## src/logic/eecc_pkg.sv

```systemverilog
// Constants, register map and state type of the EEPROM command controller.
package eecc_pkg;

  // --------------------------------------------------------------------
  // Register map (byte addresses)
  // --------------------------------------------------------------------
  localparam logic [11:0] CMD_OFFSET    = 12'h1b4;
  localparam logic [11:0] DATA_OFFSET   = 12'h1b8;
  localparam logic [11:0] STATUS_OFFSET = 12'h1c0;
  localparam logic [11:0] MASK_OFFSET   = 12'h1c4;

  // --------------------------------------------------------------------
  // Command register fields
  // --------------------------------------------------------------------
  localparam int BUSY_BIT     = 31;
  localparam int CODE_MSB     = 30;
  localparam int CODE_LSB     = 28;
  localparam int OVERFLOW_BIT = 18;
  localparam int TIMEOUT_BIT  = 17;
  localparam int ADDR_W       = 16;
  localparam int DATA_W       = 8;

  localparam logic [2:0] CODE_RESET  = 3'h0;
  localparam logic [2:0] CODE_READ   = 3'h0;
  localparam logic [2:0] CODE_WRITE  = 3'h3;
  localparam logic [2:0] CODE_RELOAD = 3'h7;

  localparam logic [ADDR_W-1:0] ADDR_RESET = 16'h0000;
  localparam logic [DATA_W-1:0] DATA_RESET = 8'h00;

  // --------------------------------------------------------------------
  // Interrupt status and mask bits
  // --------------------------------------------------------------------
  localparam int IRQ_W          = 3;
  localparam int IRQ_OP_DONE    = 0;
  localparam int IRQ_TIMEOUT    = 1;
  localparam int IRQ_LOAD_DONE  = 2;
  localparam logic [IRQ_W-1:0] IRQ_RESET = 3'h0;

  // --------------------------------------------------------------------
  // Timing
  // --------------------------------------------------------------------
  localparam int CLK_HZ         = 25000000;
  localparam int TIMEOUT_MS     = 30;
  localparam int TIMEOUT_CYCLES = (CLK_HZ / 1000) * TIMEOUT_MS;
  localparam int TMR_W          = 20;

  // --------------------------------------------------------------------
  // Controller states
  // --------------------------------------------------------------------
  typedef enum logic [1:0] {
    ST_IDLE = 2'b00,
    ST_RUN  = 2'b01,
    ST_LOAD = 2'b10,
    ST_BOOT = 2'b11
  } eecc_state_t;

endpackage

```

## src/logic/eecc_ctrl.sv

```systemverilog
// Command, busy handshake and register file of the serial EEPROM controller.
//
// Chosen here: the Wishbone slave port.
`timescale 1ns/1ps
module eecc_ctrl #(
  parameter logic [eecc_pkg::TMR_W-1:0] TIMEOUT_CYCLES = eecc_pkg::TMR_W'(eecc_pkg::TIMEOUT_CYCLES)
) (
  input  wire logic                        clk_i,
  input  wire logic                        rst_i,
  input  wire logic                        wb_cyc_i,
  input  wire logic                        wb_stb_i,
  input  wire logic                        wb_we_i,
  input  wire logic [11:0]                 wb_adr_i,
  input  wire logic [3:0]                  wb_sel_i,
  input  wire logic [31:0]                 wb_dat_i,
  output logic      [31:0]                 wb_dat_o,
  output logic                             wb_ack_o,
  output logic                             irq_o,
  output logic                             op_start_o,
  output logic                             op_write_o,
  output logic      [eecc_pkg::ADDR_W-1:0] op_addr_o,
  output logic      [eecc_pkg::DATA_W-1:0] op_wdata_o,
  output logic                             op_abort_o,
  input  wire logic                        op_done_i,
  input  wire logic                        op_fail_i,
  input  wire logic [eecc_pkg::DATA_W-1:0] op_rdata_i,
  output logic                             loader_start_o,
  input  wire logic                        loader_done_i,
  input  wire logic                        loader_overflow_i
);

  // --------------------------------------------------------------------
  // Helpers
  // --------------------------------------------------------------------
  // Merges written bytes into a stored word according to the byte selects.
  function automatic logic [31:0] eecc_merge(input logic [31:0] old_w,
                                             input logic [31:0] new_w,
                                             input logic [3:0]  sel);
    logic [31:0] res;
    res = old_w;
    for (int i = 0; i < 4; i++) begin
      if (sel[i]) begin
        res[i*8 +: 8] = new_w[i*8 +: 8];
      end
    end
    return res;
  endfunction

  // --------------------------------------------------------------------
  // Declarations
  // --------------------------------------------------------------------
  eecc_pkg::eecc_state_t             state_reg;
  eecc_pkg::eecc_state_t             state_next;
  logic [2:0]                        code_reg;
  logic [eecc_pkg::ADDR_W-1:0]       addr_reg;
  logic [eecc_pkg::DATA_W-1:0]       data_reg;
  logic                              timeout_reg;
  logic                              overflow_reg;
  logic [eecc_pkg::IRQ_W-1:0]        status_reg;
  logic [eecc_pkg::IRQ_W-1:0]        mask_reg;
  logic [eecc_pkg::IRQ_W-1:0]        status_set;
  logic                              ack_reg;
  logic [31:0]                       rdata_reg;
  logic                              op_start_reg;
  logic                              tmr_expired;
  logic                              busy;
  logic                              wb_req;
  logic                              wb_wr;
  logic                              cmd_wr;
  logic                              start_req;
  logic [2:0]                        start_code;
  logic                              code_bad;
  logic                              op_end;
  logic                              timeout_set;
  logic [31:0]                       cmd_word;
  logic [31:0]                       merged;
  logic [31:0]                       addr_merged;
  logic [31:0]                       mask_merged;

  // --------------------------------------------------------------------
  // Bus decode
  // --------------------------------------------------------------------
  assign wb_req     = wb_cyc_i && wb_stb_i && !ack_reg;
  assign wb_wr      = wb_req && wb_we_i;
  assign cmd_wr     = wb_wr && (wb_adr_i == eecc_pkg::CMD_OFFSET);
  assign busy       = (state_reg != eecc_pkg::ST_IDLE);
  assign start_req  = cmd_wr && wb_sel_i[3] && wb_dat_i[eecc_pkg::BUSY_BIT] && !busy;
  assign start_code = wb_dat_i[eecc_pkg::CODE_MSB:eecc_pkg::CODE_LSB];
  assign code_bad   = (start_code != eecc_pkg::CODE_READ) && (start_code != eecc_pkg::CODE_WRITE)
                      && (start_code != eecc_pkg::CODE_RELOAD);
  assign op_end     = (state_reg == eecc_pkg::ST_RUN) && (op_done_i || op_fail_i || tmr_expired);
  assign timeout_set = tmr_expired || ((state_reg == eecc_pkg::ST_RUN) && op_fail_i)
                       || (start_req && code_bad);
  assign merged     = eecc_merge(32'h00000000, wb_dat_i, wb_sel_i);
  assign addr_merged = eecc_merge({16'h0000, addr_reg}, wb_dat_i, wb_sel_i);
  assign mask_merged = eecc_merge({29'h0, mask_reg}, wb_dat_i, wb_sel_i);

  // --------------------------------------------------------------------
  // Controller state machine
  // --------------------------------------------------------------------
  always_comb begin
    state_next = state_reg;
    case (state_reg)
      eecc_pkg::ST_BOOT: begin
        state_next = eecc_pkg::ST_LOAD;
      end
      eecc_pkg::ST_LOAD: begin
        if (loader_done_i) begin
          state_next = eecc_pkg::ST_IDLE;
        end
      end
      eecc_pkg::ST_IDLE: begin
        if (start_req && !code_bad) begin
          if (start_code == eecc_pkg::CODE_RELOAD) begin
            state_next = eecc_pkg::ST_BOOT;
          end else begin
            state_next = eecc_pkg::ST_RUN;
          end
        end
      end
      eecc_pkg::ST_RUN: begin
        if (op_end) begin
          state_next = eecc_pkg::ST_IDLE;
        end
      end
      default: begin
        state_next = eecc_pkg::ST_IDLE;
      end
    endcase
  end

  // Reset enters the loader path, so busy reads one until loading ends.
  always_ff @(posedge clk_i) begin
    if (rst_i) begin
      state_reg <= eecc_pkg::ST_BOOT;
    end else begin
      state_reg <= state_next;
    end
  end

  // --------------------------------------------------------------------
  // Command fields
  // --------------------------------------------------------------------
  always_ff @(posedge clk_i) begin
    if (rst_i) begin
      code_reg <= eecc_pkg::CODE_RESET;
    end else if (cmd_wr && wb_sel_i[3] && !busy) begin
      code_reg <= start_code;
    end
  end

  always_ff @(posedge clk_i) begin
    if (rst_i) begin
      addr_reg <= eecc_pkg::ADDR_RESET;
    end else if (cmd_wr && !busy) begin
      addr_reg <= addr_merged[eecc_pkg::ADDR_W-1:0];
    end
  end

  always_ff @(posedge clk_i) begin
    if (rst_i) begin
      data_reg <= eecc_pkg::DATA_RESET;
    end else if (op_done_i && (state_reg == eecc_pkg::ST_RUN) && !op_write_o) begin
      data_reg <= op_rdata_i;
    end else if (wb_wr && (wb_adr_i == eecc_pkg::DATA_OFFSET) && wb_sel_i[0] && !busy) begin
      data_reg <= wb_dat_i[7:0];
    end
  end

  // Timeout is write-one-to-clear; a new timeout in the same cycle wins.
  always_ff @(posedge clk_i) begin
    if (rst_i) begin
      timeout_reg <= 1'b0;
    end else if (timeout_set) begin
      timeout_reg <= 1'b1;
    end else if (cmd_wr && wb_sel_i[2] && wb_dat_i[eecc_pkg::TIMEOUT_BIT]) begin
      timeout_reg <= 1'b0;
    end
  end

  always_ff @(posedge clk_i) begin
    if (rst_i) begin
      overflow_reg <= 1'b0;
    end else if (loader_overflow_i) begin
      overflow_reg <= 1'b1;
    end else if (state_reg == eecc_pkg::ST_BOOT) begin
      overflow_reg <= 1'b0;
    end
  end

  // --------------------------------------------------------------------
  // Operation engine handshake
  // --------------------------------------------------------------------
  always_ff @(posedge clk_i) begin
    if (rst_i) begin
      op_start_reg <= 1'b0;
    end else begin
      op_start_reg <= (state_reg == eecc_pkg::ST_IDLE) && (state_next == eecc_pkg::ST_RUN);
    end
  end

  eecc_timer #(
    .LIMIT (TIMEOUT_CYCLES)
  ) u_timer (
    .clk_i     (clk_i),
    .rst_i     (rst_i),
    .run_i     (state_reg == eecc_pkg::ST_RUN),
    .expired_o (tmr_expired)
  );

  assign op_start_o     = op_start_reg;
  assign op_write_o     = (code_reg == eecc_pkg::CODE_WRITE);
  assign op_addr_o      = addr_reg;
  assign op_wdata_o     = data_reg;
  assign op_abort_o     = tmr_expired && (state_reg == eecc_pkg::ST_RUN);
  assign loader_start_o = (state_reg == eecc_pkg::ST_BOOT);

  // --------------------------------------------------------------------
  // Interrupts
  // --------------------------------------------------------------------
  assign status_set[eecc_pkg::IRQ_OP_DONE]   = op_end;
  assign status_set[eecc_pkg::IRQ_TIMEOUT]   = timeout_set;
  assign status_set[eecc_pkg::IRQ_LOAD_DONE] = (state_reg == eecc_pkg::ST_LOAD) && loader_done_i;

  always_ff @(posedge clk_i) begin
    if (rst_i) begin
      status_reg <= eecc_pkg::IRQ_RESET;
    end else if (wb_wr && (wb_adr_i == eecc_pkg::STATUS_OFFSET)) begin
      status_reg <= (status_reg & ~merged[eecc_pkg::IRQ_W-1:0]) | status_set;
    end else begin
      status_reg <= status_reg | status_set;
    end
  end

  always_ff @(posedge clk_i) begin
    if (rst_i) begin
      mask_reg <= eecc_pkg::IRQ_RESET;
    end else if (wb_wr && (wb_adr_i == eecc_pkg::MASK_OFFSET)) begin
      mask_reg <= mask_merged[eecc_pkg::IRQ_W-1:0];
    end
  end

  assign irq_o = |(status_reg & mask_reg);

  // --------------------------------------------------------------------
  // Bus answer
  // --------------------------------------------------------------------
  assign cmd_word = {busy, code_reg, 9'h000, overflow_reg, timeout_reg, 1'b0, addr_reg};

  always_ff @(posedge clk_i) begin
    if (rst_i) begin
      ack_reg <= 1'b0;
    end else begin
      ack_reg <= wb_req;
    end
  end

  always_ff @(posedge clk_i) begin
    if (rst_i) begin
      rdata_reg <= 32'h00000000;
    end else if (wb_req && !wb_we_i) begin
      case (wb_adr_i)
        eecc_pkg::CMD_OFFSET:    rdata_reg <= cmd_word;
        eecc_pkg::DATA_OFFSET:   rdata_reg <= {24'h000000, data_reg};
        eecc_pkg::STATUS_OFFSET: rdata_reg <= {29'h00000000, status_reg};
        eecc_pkg::MASK_OFFSET:   rdata_reg <= {29'h00000000, mask_reg};
        default:                 rdata_reg <= 32'h00000000;
      endcase
    end
  end

  assign wb_ack_o = ack_reg;
  assign wb_dat_o = rdata_reg;

endmodule

```

## src/logic/eecc_timer.sv

```systemverilog
// Operation watchdog counter of the EEPROM command controller.
`timescale 1ns/1ps
module eecc_timer #(
  parameter logic [eecc_pkg::TMR_W-1:0] LIMIT = eecc_pkg::TMR_W'(eecc_pkg::TIMEOUT_CYCLES)
) (
  input  wire logic clk_i,
  input  wire logic rst_i,
  input  wire logic run_i,
  output logic      expired_o
);

  logic [eecc_pkg::TMR_W-1:0] count_reg;
  logic                       expired_reg;

  // Counting restarts whenever run_i drops, so each operation gets a full window.
  always_ff @(posedge clk_i) begin
    if (rst_i || !run_i) begin
      count_reg <= '0;
    end else if (count_reg != LIMIT) begin
      count_reg <= count_reg + 1'b1;
    end
  end

  always_ff @(posedge clk_i) begin
    if (rst_i || !run_i) begin
      expired_reg <= 1'b0;
    end else begin
      expired_reg <= (count_reg == LIMIT - 1'b1);
    end
  end

  assign expired_o = expired_reg;

endmodule

```

## config.mk

```make
export PLATFORM = sky130hd
export DESIGN_NAME = eecc_ctrl
export DESIGN_NICKNAME = d
export VERILOG_FILES = /design/src/logic/eecc_pkg.sv /design/src/logic/eecc_ctrl.sv /design/src/logic/eecc_timer.sv
export SDC_FILE = /design/constraint.sdc
export NUM_CORES = 1
export LEC_CHECK = 0
export BUFFER_PORTS_ARGS = -buffer_cell sky130_fd_sc_hd__buf_4
export CAP_MARGIN = 0
export CORE_MARGIN = 2
export CORE_UTILIZATION = 35
export CTS_CLUSTER_DIAMETER = 120
export DETAILED_ROUTE_END_ITERATION = 16
export GPL_TIMING_DRIVEN = 0
export PLACE_DENSITY = 0.65
export SETUP_SLACK_MARGIN = 0.2
export SKIP_CTS_REPAIR_TIMING = 1
export SLEW_MARGIN = 20
export SYNTH_ARGS = -nofsm -noshare
export SYNTH_HDL_FRONTEND = slang
export SYNTH_SLANG_ARGS = --single-unit
export TNS_END_PERCENT = 10
```

## constraint.sdc

```tcl
create_clock -name clk_i -period 2.9 [get_ports clk_i]
set_clock_uncertainty 0.1 [all_clocks]
set_input_delay 0.58 -clock clk_i [delete_from_list [all_inputs] [get_ports clk_i]]
set_output_delay 0.58 -clock clk_i [all_outputs]
set_load 0.005 [all_outputs]
```

==> impl_metrics.json <==
{
  "synth_top_flop_cell": "dfxtp_1",
  "path_max_fanout": 10,
  "drt_first_pass_iters": 5,
  "routabilityCongestion": 0.8958,
  "ctsRootBufferMaster": "clkbuf_8",
  "num_rows": 38,
  "synth_edf_count": 0,
  "drv_cap": 0,
  "pwr-share-comb_pct": 7.7,
  "synth-compound-area-share_pct": 19.16,
  "cp.buffers_inverters": 3,
  "min-delay-start": "op_rdata_i[3]",
  "internal_power_mw": 1.712,
  "cts_tree": "done",
  "holdWs_ps": 330.6,
  "final_util_pct": 47.09,
  "cts_sinks": 82,
  "postRouteAntennaNets": 0,
  "layout.cells.non_filler": 734,
  "synthSimpleGateAreaFrac_pct": 27.71,
  "synthCells": 464,
  "antenna_found_initial": 0,
  "ys_seq_area_share_pct": 42.53,
  "endpoint_kind": "flip-flop",
  "synthAdderAreaFrac_pct": 0.6483,
  "period_minus_slack_ps": 2487,
  "cp_data_required_time_ps": 3040,
  "final_nets": 656,
  "htreeDepth": 3,
  "swShare_pct": 24.25,
  "die_w_um": 109.0,
  "cts_buffers": 9,
  "fin_setup_tns_ps": 0,
  "synth.distinct_cells": 57,
  "status": "finished, final reports clean",
  "core_um2": 10790,
  "power_mw": 2.260,
  "setup_violations": 0,
  "grt_pass1_wl_mm": 17.73,
  "crit_type": "primary input to flip-flop",
  "drc": 0,
  "clockPowerShare_pct": 41.7,
  "drive_gt1_share_pct": 25.59,
  "grt_overflow": 0,
  "synth_top_family_by_area": "simple AND/OR/NAND/NOR gates",
  "port_buffers": 105,
  "grt_max_degree": 16,
  "slowest_stage": "or4b_4",
  "p_switching_uw": 548.0,
  "syn_area_um2": 3860,
  "fillCellCount": 1065,
  "cp_slowest_stage_delay_ps": 550,
  "p_per_area_nw_per_um2": 444.6,
  "start_util_pct": 35.76,
  "async_reset_ff_share_pct": 0,
  "min_period_over_period_pct": 85.74,
  "largest_register_ffs": 22,
  "clk_pin_slew_ps": 90,
  "die_h_um": 109.0,
  "arrival_ps": 2620,
  "hp-class": "primary input to flip-flop",
  "crit_start": "wb_adr_i[9]",
  "max_slew_margin_pct": 43.26,
  "p_leak_nw": 1.932,
  "dp_cells": 718,
  "r2r_start": "state_reg[1]",
  "power.share.sequential_pct": 50.5,
  "clock_latency_ps": 350,
  "rsz0062_at_grt": "false",
  "ys_warn_count": 0,
  "syn_avg_cell_area_um2": 8.319,
  "dp_hpwl_mm": 8.824,
  "syn2layout_area_growth_pct": 31.67,
  "critPathTopFamily": "simple AND/OR/NAND/NOR gates",
  "dr_total_vias": 3970,
  "synth-seq-cells": 82,
  "track_usage_pct": 19.05,
  "wl_per_cell_um": 15.53,
  "muxShareOfSynthArea_pct": 0.8752,
  "synth_xor_area_share_pct": 2.269,
  "dieArea_um2": 11880,
  "fmax_mhz": 402.2,
  "worstHoldPathCells": 3,
  "grt_pass1_vias": 3599,
  "worst_pin_slew_ps": 844.5,
  "reg2reg_depth": 6,
  "n_antenna_cell": 0,
  "peakVddDrop_mv": 0.3644,
  "crit_chain": "buf_4, or4b_4, buf_2, nor4_4, buf_6, nand4_2, nor4b_2",
  "drtIter0Drc": 208,
  "cp.depth": 7,
  "clockBufferDepth": 2,
  "ios": 127,
  "cp-start-kind": "primary input",
  "drv_slew": 0,
  "vias_per_cell": 5.409,
  "hold_viol_final": 0,
  "drt-total-wl_mm": 11.40
}
## worst reg2reg max path, stage by stage (launching register included)
cell	delay, ps
dfxtp_1	300
clkbuf_1	180
or2_2	380
nor3_1	700
buf_2	340
nand3_1	110
a21oi_1	140
## cells in the final DEF, fill, tap and decap left out, types with 4 or more instances in the layout
master | netlist | layout
a222oi_1 | 4 | 4
a21oi_1 | 51 | 51
nand2_1 | 50 | 50
buf_2 | 9 | 9
inv_1 | 13 | 13
buf_4 | 10 | 115
nor2_1 | 19 | 19
clkbuf_1 | 18 | 18
nor3_1 | 10 | 10
and3_1 | 6 | 6
dfxtp_1 | 82 | 82
or4_1 | 4 | 4
a22oi_1 | 5 | 5
conb_1 | 1 | 10
xnor2_1 | 7 | 7
o31ai_1 | 16 | 16
clkbuf_8 | 0 | 9
nand2b_1 | 6 | 6
o211ai_1 | 8 | 8
nand3_1 | 33 | 33
nand4_1 | 26 | 26
o21ai_0 | 24 | 24
## cell families after synthesis
kind of cell | Yosys count
and+or+nand+nor | 191
AOI/OAI and AO/OA | 121
DFF | 82
buffers and inverters | 54
xor gates and xnor gates | 10
muxes | 3
adders and majority gates | 2
other | 1
## layer usage
metal  global-route usage (%)  share of wire [%]  routed length, um  vias to the layer above
li1                         -                  -                  -                     1951
met5                        0                  0                  0                        -
met3                    4.005                6.8                775                       18
met4                    5.678                1.2                139                        0
met2                    32.61                 49               5636                      121
met1                    24.00                 43               4846                     1880
## per-stage QoR
stage	setup WS, ps	area, um2
after floorplan	537.1	3894
after global placement	100.6	4857
after detailed placement	61.79	4857
after CTS	425.4	5082
after global routing	360.2	5082
final	413.4	5082
## cells in the mapped netlist (all sizes together), types with 4 or more instances
master | n | area share, %
o211ai | 8 | 1.6
and3 | 6 | 0.97
or4 | 4 | 0.78
o21ai | 24 | 3.1
clkbuf | 18 | 1.8
xnor2 | 7 | 1.6
nand2 | 50 | 4.9
nor3 | 10 | 1.3
a22oi | 5 | 0.97
nand2b | 6 | 0.97
nor2 | 19 | 1.8
nand3 | 33 | 4.3
a21oi | 51 | 6.6
dfxtp | 82 | 43
inv | 13 | 1.3
nand4 | 27 | 4.5
buf | 23 | 3.7
and2 | 5 | 0.81
o31ai | 16 | 3.1
nor4 | 5 | 1.4
a222oi | 4 | 1.0
## worst paths after layout
path	endpoint	slack (ps)
worst max-delay path	op_start_o	410
worst min-delay path	op_wdata_o[3]	330
worst max register to register	op_addr_o[6]	580
worst min register to register	wb_dat_o[15]	360
## power groups by stage
stage | logic, mW | clock network, mW | registers [mW]
after floorplan | 0.0778 | 0 | 1.17
after CTS | 0.174 | 0.962 | 1.14
after global placement | 0.172 | 0 | 1.17
final | 0.175 | 0.943 | 1.14
after detailed placement | 0.174 | 0 | 1.17
after global routing | 0.191 | 1.01 | 1.14
## cell type report
cell class              instances  area, um2  area share (%)
inverters                      13      48.80          0.9601
clock inverters                 7      101.3           1.994
repair buffers                105      788.3           15.51
plain buffers                  41      210.2           4.136
well taps                     140      175.2           3.447
clock buffers                   9      123.9           2.437
multi-input cells             337       1993           39.22
flip-flops and latches         82       1642           32.30
Note: power is estimated with default switching activity, not from simulation.
